[config.mk]
export PLATFORM = sky130hd
export DESIGN_NAME = dwc_top
export DESIGN_NICKNAME = d
export VERILOG_FILES = /design/src/dwc_pkg.sv /design/src/dwc_vsync.sv /design/src/dwc_fetch.sv /design/src/dwc_top.sv
export SDC_FILE = /design/constraint.sdc
export NUM_CORES = 1
export LEC_CHECK = 0
export ABC_AREA = 1
export BUFFER_PORTS_ARGS = -buffer_cell sky130_fd_sc_hd__buf_2
export CORE_ASPECT_RATIO = 1.25
export CORE_MARGIN = 2
export CORE_UTILIZATION = 35
export DETAILED_ROUTE_END_ITERATION = 8
export PLACE_DENSITY = 0.5
export SETUP_SLACK_MARGIN = 0.15
export SYNTH_ARGS = -nofsm -noshare
export SYNTH_HDL_FRONTEND = slang
export SYNTH_SLANG_ARGS = --single-unit
[constraint.sdc]
create_clock -name clk_sys -period 25 [get_ports clk_sys]
set_input_delay 2.5 -clock clk_sys [delete_from_list [all_inputs] [get_ports clk_sys]]
set_output_delay 2.5 -clock clk_sys [all_outputs]
set_load 0.01 [all_outputs]
[src/dwc_pkg.sv]
// constants and carriers shared by the display window configuration block
package dwc_pkg;
    // register byte offsets
    localparam logic [7:0] OFF_VACT_LO = 8'h1a;
    localparam logic [7:0] OFF_VACT_HI = 8'h1b;
    localparam logic [7:0] OFF_VS_START = 8'h1e;
    localparam logic [7:0] OFF_VS_PULSE = 8'h1f;
    localparam logic [7:0] OFF_MBASE0 = 8'h20;
    localparam logic [7:0] OFF_MBASE1 = 8'h21;
    localparam logic [7:0] OFF_MBASE2 = 8'h22;
    localparam logic [7:0] OFF_MBASE3 = 8'h23;
    localparam logic [7:0] OFF_MWID_LO = 8'h24;
    localparam logic [7:0] OFF_MWID_HI = 8'h25;
    localparam logic [7:0] OFF_MX_LO = 8'h26;
    localparam logic [7:0] OFF_MX_HI = 8'h27;
    localparam logic [7:0] OFF_MY_LO = 8'h28;
    localparam logic [7:0] OFF_MY_HI = 8'h29;
    localparam logic [7:0] OFF_IX_LO = 8'h2a;
    localparam logic [7:0] OFF_IX_HI = 8'h2b;
    localparam logic [7:0] OFF_IY_LO = 8'h2c;
    localparam logic [7:0] OFF_IY_HI = 8'h2d;
    localparam logic [7:0] OFF_IBASE0 = 8'h2e;
    localparam logic [7:0] OFF_IBASE1 = 8'h2f;
    localparam logic [7:0] OFF_IBASE2 = 8'h30;
    localparam logic [7:0] OFF_IBASE3 = 8'h31;
    localparam logic [7:0] STAGE_FIRST = 8'h1a;
    localparam logic [7:0] STAGE_LAST = 8'h31;
    // field layout
    localparam int COORD_HI_MSB = 4;
    localparam int VACT_HI_MSB = 2;
    localparam int ALIGN_W = 2;
    // reset values
    localparam logic [7:0] RST_VS_START = 8'h0b;
    localparam logic [5:0] RST_VS_PULSE = 6'h00;
    localparam logic [10:0] RST_VACT = 11'h0df;

    typedef struct packed {
        logic [31:0] main_base;
        logic [12:0] main_width;
        logic [12:0] main_x;
        logic [12:0] main_y;
        logic [7:0] vs_start;
        logic [5:0] vs_pulse;
        logic [10:0] vact;
    } dwc_cfg_t;

    typedef struct packed {
        logic [12:0] x;
        logic [12:0] y;
        logic [31:0] base;
    } dwc_inset_t;

    typedef enum {ST_ACTIVE, ST_FRONT, ST_SYNC, ST_BACK} dwc_vstate_t;
endpackage

[src/dwc_vsync.sv]
// vertical line sequencer: active area, front porch, sync pulse, back porch
`timescale 1ns/100ps
module dwc_vsync (
    input wire logic clk_sys,
    input wire logic sys_rst,
    input wire logic line_strobe,
    input wire dwc_pkg::dwc_cfg_t cfg,
    input wire logic [9:0] back_lines,
    output logic vsync,
    output logic active,
    output logic line_begin,
    output logic frame_start,
    output logic [10:0] row
);
    dwc_pkg::dwc_vstate_t state, next_state;
    logic [10:0] cnt, next_cnt;
    logic done;
    logic [11:0] seg_n;

    // ----------------------------------------
    // segment sequencing
    // ----------------------------------------
    always_comb begin
        next_state = state;
        next_cnt = cnt;
        case (state)
            dwc_pkg::ST_ACTIVE: done = (cnt == cfg.vact);
            dwc_pkg::ST_FRONT: done = (cnt == {3'h0, cfg.vs_start});
            dwc_pkg::ST_SYNC: done = (cnt == {5'h00, cfg.vs_pulse});
            dwc_pkg::ST_BACK: done = (cnt == {1'b0, back_lines});
            default: done = 1'b1;
        endcase
        if (line_strobe) begin
            next_cnt = done ? 11'h000 : cnt + 11'h001;
            if (done) begin
                case (state)
                    dwc_pkg::ST_ACTIVE: next_state = dwc_pkg::ST_FRONT;
                    dwc_pkg::ST_FRONT: next_state = dwc_pkg::ST_SYNC;
                    dwc_pkg::ST_SYNC: next_state = dwc_pkg::ST_BACK;
                    default: next_state = dwc_pkg::ST_ACTIVE;
                endcase
            end
        end
    end

    always_ff @(posedge clk_sys or posedge sys_rst) begin
        if (sys_rst) begin
            state <= dwc_pkg::ST_ACTIVE;
            cnt <= 11'h000;
        end else begin
            state <= next_state;
            cnt <= next_cnt;
        end
    end

    // outputs are registered copies of the next segment
    always_ff @(posedge clk_sys or posedge sys_rst) begin
        if (sys_rst) begin
            vsync <= 1'b0;
            active <= 1'b0;
            line_begin <= 1'b0;
            frame_start <= 1'b0;
            row <= 11'h000;
        end else begin
            vsync <= (next_state == dwc_pkg::ST_SYNC);
            active <= (next_state == dwc_pkg::ST_ACTIVE);
            line_begin <= line_strobe && (next_state == dwc_pkg::ST_ACTIVE);
            frame_start <= line_strobe && done && (state == dwc_pkg::ST_BACK);
            row <= next_cnt;
        end
    end

    // ----------------------------------------
    // checks
    // ----------------------------------------
    // strobes seen in the current segment, counted apart from cnt
    always_ff @(posedge clk_sys or posedge sys_rst) begin
        if (sys_rst) begin
            seg_n <= 12'h000;
        end else if (next_state != state) begin
            seg_n <= 12'h000;
        end else if (line_strobe) begin
            seg_n <= seg_n + 12'h001;
        end
    end
endmodule

[src/dwc_fetch.sv]
// row start address generator for the main window
`timescale 1ns/100ps
module dwc_fetch #(
    parameter int PIXEL_BYTES = 2
) (
    input wire logic clk_sys,
    input wire logic sys_rst,
    input wire logic line_begin,
    input wire logic [10:0] row,
    input wire dwc_pkg::dwc_cfg_t cfg,
    output logic [31:0] row_addr,
    output logic row_addr_valid
);
    if (PIXEL_BYTES < 1 || PIXEL_BYTES > 4) begin : g_chk
        $error("PIXEL_BYTES must be 1 to 4");
    end

    // address of the first window pixel of a canvas row
    function automatic logic [31:0] row_start(input dwc_pkg::dwc_cfg_t c,
                                              input logic [10:0] r);
        logic [13:0] line;
        logic [27:0] pix;
        line = {1'b0, c.main_y} + {3'h0, r};
        pix = 28'(line * c.main_width) + {15'h0000, c.main_x};
        return c.main_base + 32'(pix) * 32'(PIXEL_BYTES);
    endfunction

    // ----------------------------------------
    // row address
    // ----------------------------------------
    // base plus row stride
    always_ff @(posedge clk_sys or posedge sys_rst) begin
        if (sys_rst) begin
            row_addr <= 32'h0000_0000;
            row_addr_valid <= 1'b0;
        end else begin
            row_addr_valid <= line_begin;
            if (line_begin) begin
                row_addr <= row_start(cfg, row);
            end
        end
    end
endmodule

[src/dwc_top.sv]
// display window configuration: byte registers, vertical timing, fetch origin
`timescale 1ns/100ps
// Summary of operation
// - vsync starts start-field plus one lines after the active area ends.
// - vsync lasts six-bit width field plus one lines.
// - main image base is built from bytes 20h (low) to 23h (high).
// - main image width is 13 bits, low byte plus five bits; low two zero.
// - main origin X is 13 bits over two bytes; low two bits zero.
// - main origin Y is 13 bits, 0 to 8,191, any low bits.
// - inset origin X is 13 bits over two bytes; low two bits zero.
// - inset origin and base registers reach only the selected inset window.
// - inset base is 32 bits from 2Eh (low) to 31h; low two zero.
// - multi-byte values take effect only when their highest byte is written.
// - display height is the eleven-bit field plus one lines.
module dwc_top #(
    parameter int PIXEL_BYTES = 2
) (
    input wire logic clk_sys,
    input wire logic sys_rst,
    input wire logic [7:0] reg_addr,
    input wire logic [7:0] reg_wdata,
    input wire logic reg_wr,
    input wire logic reg_rd,
    output logic [7:0] reg_rdata,
    input wire logic inset_sel,
    input wire logic line_strobe,
    input wire logic [9:0] back_lines,
    output logic vsync,
    output logic active,
    output logic frame_start,
    output logic [31:0] row_addr,
    output logic row_addr_valid,
    output dwc_pkg::dwc_cfg_t cfg,
    output dwc_pkg::dwc_inset_t inset0,
    output dwc_pkg::dwc_inset_t inset1
);
    logic [7:0] stage [dwc_pkg::STAGE_FIRST:dwc_pkg::STAGE_LAST];
    dwc_pkg::dwc_inset_t inset_set [2];
    dwc_pkg::dwc_inset_t inset_cur;
    logic [7:0] next_rdata;
    logic line_begin;
    logic [10:0] row;

    // ----------------------------------------
    // helpers
    // ----------------------------------------
    function automatic logic is_top(input logic [7:0] a);
        case (a)
            dwc_pkg::OFF_VACT_HI,
            dwc_pkg::OFF_MBASE3,
            dwc_pkg::OFF_MWID_HI,
            dwc_pkg::OFF_MX_HI,
            dwc_pkg::OFF_MY_HI,
            dwc_pkg::OFF_IX_HI,
            dwc_pkg::OFF_IY_HI,
            dwc_pkg::OFF_IBASE3: return 1'b1;
            default: return 1'b0;
        endcase
    endfunction

    // 13-bit pixel value from a high and low byte, optionally four-aligned
    function automatic logic [12:0] coord(input logic [7:0] hi, input logic [7:0] lo,
                                          input logic aligned);
        logic [1:0] low2;
        low2 = aligned ? 2'b00 : lo[dwc_pkg::ALIGN_W-1:0];
        return {hi[dwc_pkg::COORD_HI_MSB:0], lo[7:dwc_pkg::ALIGN_W], low2};
    endfunction

    function automatic logic [31:0] word(input logic [7:0] b3, input logic [7:0] b2,
                                         input logic [7:0] b1, input logic [7:0] b0);
        return {b3, b2, b1, b0[7:dwc_pkg::ALIGN_W], 2'b00};
    endfunction

    // ----------------------------------------
    // low byte staging
    // ----------------------------------------
    // hold low bytes
    always_ff @(posedge clk_sys or posedge sys_rst) begin
        if (sys_rst) begin
            for (int i = dwc_pkg::STAGE_FIRST; i <= dwc_pkg::STAGE_LAST; i++) begin
                stage[i] <= 8'h00;
            end
        end else if (reg_wr && !is_top(reg_addr) && reg_addr >= dwc_pkg::STAGE_FIRST
                     && reg_addr <= dwc_pkg::STAGE_LAST) begin
            stage[reg_addr] <= reg_wdata;
        end
    end

    // ----------------------------------------
    // vertical timing settings
    // ----------------------------------------
    always_ff @(posedge clk_sys or posedge sys_rst) begin
        if (sys_rst) begin
            cfg.vs_start <= dwc_pkg::RST_VS_START;
            cfg.vs_pulse <= dwc_pkg::RST_VS_PULSE;
            cfg.vact <= dwc_pkg::RST_VACT;
        end else if (reg_wr) begin
            case (reg_addr)
                dwc_pkg::OFF_VS_START: cfg.vs_start <= reg_wdata;
                dwc_pkg::OFF_VS_PULSE: cfg.vs_pulse <= reg_wdata[5:0];
                dwc_pkg::OFF_VACT_HI: begin
                    cfg.vact <= {reg_wdata[dwc_pkg::VACT_HI_MSB:0],
                                 stage[dwc_pkg::OFF_VACT_LO]};
                end
                default: ;
            endcase
        end
    end

    // ----------------------------------------
    // main window settings
    // ----------------------------------------
    always_ff @(posedge clk_sys or posedge sys_rst) begin
        if (sys_rst) begin
            cfg.main_base <= 32'h0000_0000;
            cfg.main_width <= 13'h0000;
            cfg.main_x <= 13'h0000;
            cfg.main_y <= 13'h0000;
        end else if (reg_wr) begin
            case (reg_addr)
                dwc_pkg::OFF_MBASE3: begin
                    cfg.main_base <= word(reg_wdata, stage[dwc_pkg::OFF_MBASE2],
                                          stage[dwc_pkg::OFF_MBASE1],
                                          stage[dwc_pkg::OFF_MBASE0]);
                end
                dwc_pkg::OFF_MWID_HI: begin
                    cfg.main_width <= coord(reg_wdata, stage[dwc_pkg::OFF_MWID_LO], 1'b1);
                end
                dwc_pkg::OFF_MX_HI: begin
                    cfg.main_x <= coord(reg_wdata, stage[dwc_pkg::OFF_MX_LO], 1'b1);
                end
                dwc_pkg::OFF_MY_HI: begin
                    cfg.main_y <= coord(reg_wdata, stage[dwc_pkg::OFF_MY_LO], 1'b0);
                end
                default: ;
            endcase
        end
    end

    // ----------------------------------------
    // inset window settings
    // ----------------------------------------
    // both inset windows share one register window; the select input steers it
    always_ff @(posedge clk_sys or posedge sys_rst) begin
        if (sys_rst) begin
            inset_set[0] <= '0;
            inset_set[1] <= '0;
        end else if (reg_wr) begin
            case (reg_addr)
                dwc_pkg::OFF_IX_HI: begin
                    inset_set[inset_sel].x <= coord(reg_wdata, stage[dwc_pkg::OFF_IX_LO],
                                                    1'b1);
                end
                dwc_pkg::OFF_IY_HI: begin
                    inset_set[inset_sel].y <= coord(reg_wdata, stage[dwc_pkg::OFF_IY_LO],
                                                    1'b0);
                end
                dwc_pkg::OFF_IBASE3: begin
                    inset_set[inset_sel].base <= word(reg_wdata,
                                                      stage[dwc_pkg::OFF_IBASE2],
                                                      stage[dwc_pkg::OFF_IBASE1],
                                                      stage[dwc_pkg::OFF_IBASE0]);
                end
                default: ;
            endcase
        end
    end

    assign inset0 = inset_set[0];
    assign inset1 = inset_set[1];
    assign inset_cur = inset_set[inset_sel];

    // ----------------------------------------
    // read back
    // ----------------------------------------
    // reads show committed values; staged low bytes stay hidden until the top byte lands
    always_comb begin
        case (reg_addr)
            dwc_pkg::OFF_VACT_LO: next_rdata = cfg.vact[7:0];
            dwc_pkg::OFF_VACT_HI: next_rdata = {5'h00, cfg.vact[10:8]};
            dwc_pkg::OFF_VS_START: next_rdata = cfg.vs_start;
            dwc_pkg::OFF_VS_PULSE: next_rdata = {2'b00, cfg.vs_pulse};
            dwc_pkg::OFF_MBASE0: next_rdata = cfg.main_base[7:0];
            dwc_pkg::OFF_MBASE1: next_rdata = cfg.main_base[15:8];
            dwc_pkg::OFF_MBASE2: next_rdata = cfg.main_base[23:16];
            dwc_pkg::OFF_MBASE3: next_rdata = cfg.main_base[31:24];
            dwc_pkg::OFF_MWID_LO: next_rdata = cfg.main_width[7:0];
            dwc_pkg::OFF_MWID_HI: next_rdata = {3'h0, cfg.main_width[12:8]};
            dwc_pkg::OFF_MX_LO: next_rdata = cfg.main_x[7:0];
            dwc_pkg::OFF_MX_HI: next_rdata = {3'h0, cfg.main_x[12:8]};
            dwc_pkg::OFF_MY_LO: next_rdata = cfg.main_y[7:0];
            dwc_pkg::OFF_MY_HI: next_rdata = {3'h0, cfg.main_y[12:8]};
            dwc_pkg::OFF_IX_LO: next_rdata = inset_cur.x[7:0];
            dwc_pkg::OFF_IX_HI: next_rdata = {3'h0, inset_cur.x[12:8]};
            dwc_pkg::OFF_IY_LO: next_rdata = inset_cur.y[7:0];
            dwc_pkg::OFF_IY_HI: next_rdata = {3'h0, inset_cur.y[12:8]};
            dwc_pkg::OFF_IBASE0: next_rdata = inset_cur.base[7:0];
            dwc_pkg::OFF_IBASE1: next_rdata = inset_cur.base[15:8];
            dwc_pkg::OFF_IBASE2: next_rdata = inset_cur.base[23:16];
            dwc_pkg::OFF_IBASE3: next_rdata = inset_cur.base[31:24];
            default: next_rdata = 8'h00;
        endcase
    end

    always_ff @(posedge clk_sys or posedge sys_rst) begin
        if (sys_rst) begin
            reg_rdata <= 8'h00;
        end else begin
            reg_rdata <= reg_rd ? next_rdata : 8'h00;
        end
    end

    // ----------------------------------------
    // timing and fetch
    // ----------------------------------------
    dwc_vsync u_vsync (
        .clk_sys(clk_sys),
        .sys_rst(sys_rst),
        .line_strobe(line_strobe),
        .cfg(cfg),
        .back_lines(back_lines),
        .vsync(vsync),
        .active(active),
        .line_begin(line_begin),
        .frame_start(frame_start),
        .row(row)
    );

    dwc_fetch #(
        .PIXEL_BYTES(PIXEL_BYTES)
    ) u_fetch (
        .clk_sys(clk_sys),
        .sys_rst(sys_rst),
        .line_begin(line_begin),
        .row(row),
        .cfg(cfg),
        .row_addr(row_addr),
        .row_addr_valid(row_addr_valid)
    );
endmodule

==> results of run 1 <==
power by group through the flow:
| stage | combinational, W | sequential (W) | clock [W] |
|---|---|---|---|
| 2_1_floorplan | 0.000787 | 0.000694 | 0 |
| 3_3_place_gp | 0.00121 | 0.000698 | 0 |
| 3_5_place_dp | 0.00122 | 0.000699 | 0 |
| 4_1_cts | 0.00122 | 0.000688 | 0.000715 |
| 5_1_grt | 0.00133 | 0.000693 | 0.000740 |
| 6_report | 0.00118 | 0.000688 | 0.000702 |
worst min path at each step:
stage,to,depth (start not counted),startpoint
5_1_grt,cfg[45],1,stage[95]
2_1_floorplan,u_fetch.row_addr_valid,0,u_vsync.line_begin
3_3_place_gp,u_fetch.row_addr[2],2,u_fetch.row_addr[2]
4_1_cts,cfg[45],1,stage[95]
6_report,u_fetch.row_addr[2],2,u_fetch.row_addr[2]
3_5_place_dp,u_fetch.row_addr[2],2,u_fetch.row_addr[2]
cell families after synthesis:
family                     synth area share [%]
and+or+nand+nor                            19.2
AOI/OAI and AO/OA                          12.2
DFF                                        40.1
muxes                                      2.50
other                                    0.0159
buffers and inverters                      8.05
xor gates and xnor gates                   2.56
adders and majority gates                  15.4
area by class of cell:
type                    count  share of cell area (%)
multi-input cells        1977                    44.7
flip-flops and latches    378                    34.5
repair buffers            300                    5.66
inverters                 396                    5.44
clock buffers              63                    4.86
well taps                 864                    3.94
clock inverters            18                   0.938
diodes                      2                  0.0182
flip-flops by register name (all words and copies together) (netlist names):
signal / count
u_vsync.cnt: 11
u_vsync.state: 32
inset1: 58
u_vsync.frame_start: 1
u_vsync.line_begin: 1
reg_rdata: 8
cfg: 90
u_fetch.row_addr: 30
inset0: 58
stage: 86
u_vsync.vsync: 1
u_fetch.row_addr_valid: 1
u_vsync.active: 1
tightest hold or removal path, cell delays in order, from the launching register on:
cell	delay, ns
dfrtp_1	0.34
nand2_1	0.05
nand2_1	0.05
cells in the final DEF (no fill, tap or decap), types with 21 or more instances in the layout:
cell type,n
nand3_1,63
fa_1,110
nand2_1,660
buf_2,279
buf_4,21
xnor2_1,24
xor2_1,45
clkbuf_16,45
a21oi_1,101
o211ai_1,23
inv_1,381
o21ai_1,66
ha_1,114
mux2_2,48
dfrtp_1,368
o21ai_0,229
nor2_1,297
stage by stage:
step	setup WS (ns)	util [%]	std cells	area, um^2	total power [W]
floorplan	12.02	-	2849	23600	0.00148
global placement	15.29	38.7	3915	25900	0.00190
detailed placement	15.23	38.7	3915	25900	0.00192
CTS	15.19	41.1	3996	27500	0.00263
global route	14.44	41.1	3996	27500	0.00276
finish	15.22	41.1	3998	27500	0.00257
layer usage:
| layer | part of all wire, % | up-vias |
|---|---|---|
| met3 | 5.9 | 186 |
| met5 | 0.092 | - |
| met2 | 49 | 599 |
| li1 | - | 9656 |
| met4 | 5.1 | 12 |
| met1 | 40 | 9919 |
==> run metrics, run 1 <==
met1 global-route usage=30.1%; # rows=106; Comb power frac=45.9%; total wire length=between 80,000 and 90,000 um; static leakage=between 10 and 15 nW; Bufs on Longest Clock Path=3; status=finished, final reports clean; Max Fanout on Critical Path=8; switching share of power=42.9%; Crit path depth=49; critical path class=flip-flop to flip-flop; DP Wirelength=roughly 70,000 um; # IOs=around 290; most frequent cell after synthesis=nand2_1; reg2reg setup slack=around 15 ns; Filler cells=slightly below 7k; r2r endpoint=u_fetch.row_addr[30]; global-route wire length before repair=~130,000 um; antenna violation net count after detailed routing=0; ratio of final minimum period to clock period=39.1%; Post-CTS Setup Inserts=0; GR Layer Usage met3=approximately 5.4%; worst setup path endpoint=u_fetch.row_addr[30]; GRT met2 Usage=between 40 and 50%; syn avg cell area=a little over 8 um^2; Total GRT Usage=between 20% and 30%; die area=~0.070 mm^2; Post-synth EDFFs=0; die width=236 um; library cells used by synthesis=between 60 and 70; drc violations=0; CP Data Required Time=between 20 and 30 ns; Crit. End Element=flip-flop; Max Freq=roughly 100 MHz; root buf cell=clkbuf_16; Clk pwr share=a little over a quarter; Synth area leaders=dfrtp_1 (39%), nand2_1 (10%), fa_1 (9.3%); H-tree Lvls=2; CP delay by family, top=adder cells; #FFs+latches synth=between 300 and 400; Max-cap violations=0; CTS tree=built; maximum vdd drop=0.0000896 V; post-synth top area share=between 30% and 40%; Initial DRC Count=1,484; Crit. Startpoint=u_vsync.cnt[0]; Net Switching=roughly 0.0011 W; Initial Util=between 30% and 40%; via count=about 20k; Top Usage Layer GRT=met2; largest net degree at the start of global routing=117; final setup skew=between 0.05 and 0.06 ns; asr flop ratio synth=100%; Slowest cell on crit path=fa_1; YS warnings=0; Internal=approximately 0.0015 W; port bufs=between 200 and 300; synthesized area=0.0236 mm^2; CTS Sinks=roughly 380; Nets=about 3.4k; WHS=between 0.4 and 0.5 ns; initial antenna violation count=8; gr ovfl total=0; worst hold path type=flip-flop to flip-flop; multi-input logic area=0.0123 mm^2; fin crit period=around 9.8 ns; Core Region=between 0.06 and 0.07 mm^2; CTS Hold Bufs=0; Yosys top cell by area=dfrtp_1; synthesis-to-finish area growth=16.3%; post-CTS sizing=0; Max-slew headroom=between 10% and 20%; Startpoint Class=flip-flop; Top FF cell, synth=dfrtp_1; worst slew pin tran=between 1 and 1.5 ns; Crit path arrival time=about 10 ns; die height=between 200 and 300 um; unrepaired setup endpoints after global routing=false; Cells after Synth=2,842; DRT Pass-1 Iters=5; CP Buf/Inv Count=9; routed vias/inst=slightly above 5; post-DR wirelength/cell=about 23 um; commonest cells in the netlist=nand2_1 (660), inv_1 (383), dfrtp_1 (368); Seq pwr share=between 20% and 30%; pwr dens=approximately 94 mW/mm^2; Slew Limit Fails=0; insertion delay to the later sink of the worst-skew pair=0.59 ns; RD Place Congestion=0.939; Num CTS Buffers=44; vias in the first global route=roughly 21k; clk slew on worst S/H paths=~0.07 ns; Reg2Reg Depth=between 40 and 50; TNS Setup=0 ns; Setup violations, final=0; reg2reg start=u_vsync.cnt[0]; layout cells sized above 1=between 10% and 20%; CP peak stage delay=roughly 0.57 ns; register area=roughly 0.0095 mm^2; Final Hold Violating Endpoints=0; sequential share of the synthesized area=about two fifths
Note: power is estimated with default switching activity, not from simulation.
==> inputs of run 2 (changes only) <==
--- a/config.mk
+++ b/config.mk
@@ -11,7 +11,7 @@
 export CORE_MARGIN = 2
 export CORE_UTILIZATION = 35
 export DETAILED_ROUTE_END_ITERATION = 8
-export PLACE_DENSITY = 0.5
+export PLACE_DENSITY = 0.52
 export SETUP_SLACK_MARGIN = 0.15
 export SYNTH_ARGS = -nofsm -noshare
 export SYNTH_HDL_FRONTEND = slang
==> constraint.sdc (replaced) <==
create_clock -name clk_sys -period 8.35 [get_ports clk_sys]
set_input_delay 0.835 -clock clk_sys [delete_from_list [all_inputs] [get_ports clk_sys]]
set_output_delay 0.835 -clock clk_sys [all_outputs]
set_load 0.01 [all_outputs]
==> run 2 against run 1 <==
  * Clock skew shrank 0.024 ns
  * Register-to-register slack lost 15 ns
  * Via count grew 4.6%
  * Power grew to 3.3 times the previous value
  * Largest power group unchanged
==> run metrics, run 2 (synthesis results as in run 1) <==
root buf cell=clkbuf_16; clk slew on worst S/H paths=0.06 ns; Total GRT Usage=roughly a quarter; Slowest cell on crit path=fa_1; Setup WS pre-CTS=-0.487 ns; DP Wirelength=~72,000 um; gr ovfl total=0; commonest non-fill, non-tap cells in the layout=nand2_1 (627), dfrtp_1 (368), inv_1 (360), nor2_1 (283), buf_2 (279); Core Region=around 0.067 mm^2; maximum vdd drop=0.000239 V; drc violations=0; Crit path arrival time=just under 9 ns; Filler cells=~6.8k; Slew Limit Fails=0; # rows=between 100 and 150; static leakage=between 15 and 20 nW; largest net degree at the start of global routing=around 170; final setup skew=around 0.027 ns; RD Place Congestion=between 0.9 and 1; # IOs=~290; global-route wire length before repair=136,000 um; worst hold path type=input pin to asynchronous set/reset pin; reg2reg start=u_vsync.cnt[0]; Num CTS Buffers=42; Nets=3,567; Max Fanout on Critical Path=4; Max-cap violations=0; fin worst setup slack=between 0.04 and 0.05 ns; unrepaired setup endpoints after global routing=true; die width=approximately 240 um; Crit. End Element=flip-flop; Bufs on Longest Clock Path=3; vias in the first global route=about 22k; total wire length=roughly 92,000 um; Max Freq=120 MHz; layout cells sized above 1=approximately a quarter; Design Power=0.00843 W; worst slew pin tran=~1.3 ns; via count=roughly 21k; placed cell count=just over 4k; commonest non-fill, non-tap cell in the layout=nand2_1; routed vias/inst=approximately 5; initial antenna violation count=8; Final Hold Violating Endpoints=0; critical path class=flip-flop to flip-flop; Crit. Startpoint=u_vsync.cnt[0]; pwr dens=approximately 280 mW/mm^2; post-route cell area=around 0.03 mm^2; Initial DRC Count=between 1k and 1.5k; fin crit period=between 8 and 9 ns; TNS Setup=0 ns; die area=between 0.06 and 0.07 mm^2; Largest register FFs=90; Reg2Reg Depth=46; ratio of final minimum period to clock period=slightly below 100%; Setup violations, final=0; CTS Sinks=about 380; H-tree Lvls=2; antenna violation net count after detailed routing=0; Startpoint Class=flip-flop; placed inst area=0.0272 mm^2; r2r endpoint=u_fetch.row_addr[29]; post-DR wirelength/cell=about 22 um; CTS tree=built; reg2reg setup slack=0.05 ns; insertion delay to the later sink of the worst-skew pair=about 0.59 ns; die height=294 um; Top Registers=cfg: 90 flops, stage: 86 flops; Initial Util=35.3%; CP peak stage delay=0.57 ns; CP Data Required Time=8.78 ns; DRT Pass-1 Iters=5; Max-slew headroom=13.5%; post-route insts no fill=between 4k and 5k; Largest Register=cfg; synthesis-to-finish area growth=26.5%; port bufs=279; status=finished, final reports clean
==> run 2: cell type report <==
cell class	count	area, um^2	area share [%]
repair buffers	516	3220	10.8
multi-input cells	1977	13200	44.2
inverters	396	1490	5.00
well taps	864	1080	3.62
diodes	3	7.51	0.0251
clock inverters	19	225	0.754
clock buffers	58	1170	3.92
flip-flops and latches	378	9470	31.7
==> run 2: stage by stage <==
stage          utilization [%]  hold slack, ns
2_1_floorplan                -           0.352
3_3_place_gp              40.7           0.452
3_5_place_dp              40.7           0.463
4_1_cts                   44.0           0.185
5_1_grt                   44.7           0.208
6_report                  44.7           0.207
==> run 2: metal layers <==
layer,global-route usage [%],routed length [um],part of all wire [%],up-vias
li1,-,-,-,10100
met1,30.6,36100,39,10500
met2,46.9,45900,50,596
met3,4.74,5280,5.8,179
met4,10.5,4140,4.5,10
met5,0,63,0.069,-
==> run 2: where the power goes <==
part	total [W]	internal, W	switching (W)
logic	0.00445	0.00174	0.00271
clock network	0.00193	0.00112	0.000816
registers	0.00205	0.00194	0.000113
total	0.00843	0.00480	0.00363
==> run 2: worst max-delay path: cells and delay by family (launching register included) <==
family,cells,cell delay (ns)
compound gates,9,1.15
flops,1,0.37
buf+inv,9,0.78
simple gates,16,1.78
xor+xnor,3,0.46
fa+ha+maj,9,3.66
==> run 2: worst max path at each step <==
stage | end | cells after the start | slack [ns]
4_1_cts | u_fetch.row_addr[31] | 45 | 0.15
5_1_grt | u_fetch.row_addr[29] | 46 | -0.37
3_3_place_gp | u_fetch.row_addr[30] | 46 | -0.38
2_1_floorplan | u_fetch.row_addr[31] | 50 | 0.26
6_report | u_fetch.row_addr[29] | 46 | 0.05
3_5_place_dp | u_fetch.row_addr[30] | 46 | -0.49
==> run 2: timing repair <==
action,4_1_cts,5_1_grt
buffers inserted,34,10
pin swaps,76,73
endpoints found under the setup margin,14,16
endpoints found under the hold margin,0,0
hold buffers,0,0
resized for setup,123,95
==> inputs of run 3 (changes only) <==
--- a/config.mk
+++ b/config.mk
@@ -11,8 +11,9 @@
 export CORE_MARGIN = 2
 export CORE_UTILIZATION = 35
 export DETAILED_ROUTE_END_ITERATION = 8
-export PLACE_DENSITY = 0.52
+export PLACE_DENSITY = 0.5
 export SETUP_SLACK_MARGIN = 0.15
+export SLEW_MARGIN = 20
 export SYNTH_ARGS = -nofsm -noshare
 export SYNTH_HDL_FRONTEND = slang
 export SYNTH_SLANG_ARGS = --single-unit
==> constraint.sdc (replaced) <==
create_clock -name clk_sys -period 8.9 [get_ports clk_sys]
set_input_delay 0.89 -clock clk_sys [delete_from_list [all_inputs] [get_ports clk_sys]]
set_output_delay 0.89 -clock clk_sys [all_outputs]
set_load 0.01 [all_outputs]
==> run 3 against run 2 <==
  * Largest cell class unchanged
  * Cell count down 2.7%
  * Clock skew decreased by 0.0044 ns
  * Highest routed layer unchanged
  * Sequential power decreased by 6%
  * Die area stayed put
==> run metrics, run 3 (synthesis results as in run 1) <==
status=finished, final reports clean; post-DR wirelength/cell=22.5 um; unrepaired setup endpoints after global routing=true; CP peak stage delay=just under 0.6 ns; CP delay by family, top=adder cells; pwr dens=between 200 and 300 mW/mm^2; Largest register FFs=90; worst hold path type=flip-flop to flip-flop; Final Hold Violating Endpoints=0; Comb power frac=50.2%; # rows=between 100 and 150; Largest Register=cfg; Core Region=0.0668 mm^2; CP Data Required Time=~9.4 ns; Seq pwr share=about 26%; Slowest cell on crit path=fa_1; antenna violation net count after detailed routing=0; die height=a little under 300 um; Num CTS Buffers=43; global-route wire length before repair=roughly 140,000 um; insertion delay to the later sink of the worst-skew pair=a little under 0.6 ns; Max Freq=118 MHz; CTS tree=built; H-tree Lvls=2; Total GRT Usage=between 20% and 30%; CP Buf/Inv Count=9; fin crit period=approximately 8.5 ns; Crit. End Element=flip-flop; Setup violations, final=0; CTS Sinks=378; static leakage=14.8 nW; ratio of final minimum period to clock period=95.3%; maximum vdd drop=about 0.00029 V; via count=approximately 21k; largest net degree at the start of global routing=164; final setup skew=between 0.02 and 0.025 ns; TNS Setup=0 ns; routed vias/inst=about 5.1; synthesis-to-finish area growth=22.2%; Max-cap violations=0; drc violations=0; Nets=around 3.5k; Bufs on Longest Clock Path=3; final core occ=between 40% and 50%; total wire length=about 90,000 um; Setup WS pre-CTS=-0.142 ns; Slew Limit Fails=0; critical path class=flip-flop to flip-flop; Top Registers=cfg: 90 flops, stage: 86 flops; DRT Pass-1 Iters=6; root buf cell=clkbuf_16; gr ovfl total=0; vias in the first global route=about 21k; Startpoint Class=flip-flop; RD Place Congestion=0.932; DP Wirelength=just over 70,000 um; layout cells sized above 1=between 20% and 30%; Design Power=around 0.0075 W; Initial Util=35.3%; Max Fanout on Critical Path=5; Clk pwr share=24.2%; commonest non-fill, non-tap cell in the layout=nand2_1; Crit path arrival time=around 9.0 ns; # IOs=288; commonest non-fill, non-tap cells in the layout=nand2_1 (639), dfrtp_1 (368), inv_1 (361), nor2_1 (285), buf_2 (279); port bufs=around 280; initial antenna violation count=8; Internal=~0.0042 W; die area=0.0696 mm^2; die width=between 200 and 250 um; fin worst setup slack=0.421 ns; Max-slew headroom=a little over a fifth; Initial DRC Count=approximately 1.5k; switching share of power=between 40% and 50%; clk slew on worst S/H paths=~0.060 ns; Net Switching=between 0.003 and 0.004 W; worst slew pin tran=between 1 and 1.5 ns
## run 3: cell count changes in the layout (fill, tap and decap cells not counted), moves of 5 or more
| cell | change |
|---|---|
| a21oi_1 | +19 |
| nand2_2 | -12 |
| o21ai_0 | +7 |
| nand2_1 | +12 |
| o21ai_1 | -5 |
| buf_4 | -111 |
| clkinv_2 | -6 |
| a21oi_2 | -16 |
## run 3: path summary, 6_finish.rpt
check	startpoint	to	slack [ns]	cells past startpoint
max	cfg[26]	u_fetch.row_addr[31]	0.42	45
min in group asynchronous	sys_rst	u_fetch.row_addr[16]	0.48	3
max in group asynchronous	sys_rst	inset0[29]	6.81	4
max reg2reg	cfg[26]	u_fetch.row_addr[31]	0.42	45
min reg2reg	u_fetch.row_addr[2]	u_fetch.row_addr[2]	0.47	2
min	u_fetch.row_addr[2]	u_fetch.row_addr[2]	0.47	2
## run 3: metal layers
layer	up-vias	GRT usage (%)	share of wire (%)
met3	182	5.20	6.0
met1	10300	30.8	39
met5	-	0	0.067
met4	10	12.1	4.9
met2	690	45.5	50
li1	9847	-	-
## run 3: final cells by class
class | instances | area (um^2)
clock buffer | 66 | 1240
inverter | 396 | 1500
sequential | 378 | 9470
timing repair buffer | 402 | 2360
tap | 864 | 1080
fill | 6846 | 38000
antenna | 1 | 2.50
clock inverter | 13 | 168
multi-input combinational | 1977 | 13000
## run 3: worst register-to-register path, delay by kind of cell (launching register included)
family                     cells  cell delay, ns
buffers and inverters          9            0.74
DFF                            1            0.39
and+or+nand+nor               13            1.21
AOI/OAI and AO/OA             10            1.51
xor gates and xnor gates       4            0.89
adders and majority gates      9            3.71
## run 3: power by group through the flow
stage	clock [W]	sequential (W)	combinational, W
floorplan	0	0.00195	0.00221
global placement	0	0.00195	0.00355
detailed placement	0	0.00195	0.00360
CTS	0.00184	0.00192	0.00364
global route	0.00191	0.00193	0.00423
finish	0.00181	0.00192	0.00377
## run 3: per-stage QoR
step	std cells	instance area (um^2)	hold slack [ns]
finish	4097	28900	0.470
global route	4096	28800	0.512
CTS	4065	27900	0.478
detailed placement	3984	26400	0.462
global placement	3984	26400	0.449
floorplan	2849	23600	0.352
## run 3: repair_timing
item,in CTS,in global routing
pin swaps,6,95
hold buffers,0,0
endpoints found under the setup margin,6,15
endpoints found under the hold margin,0,0
gates resized for setup,15,152
setup buffers,2,31
gates cloned,0,0
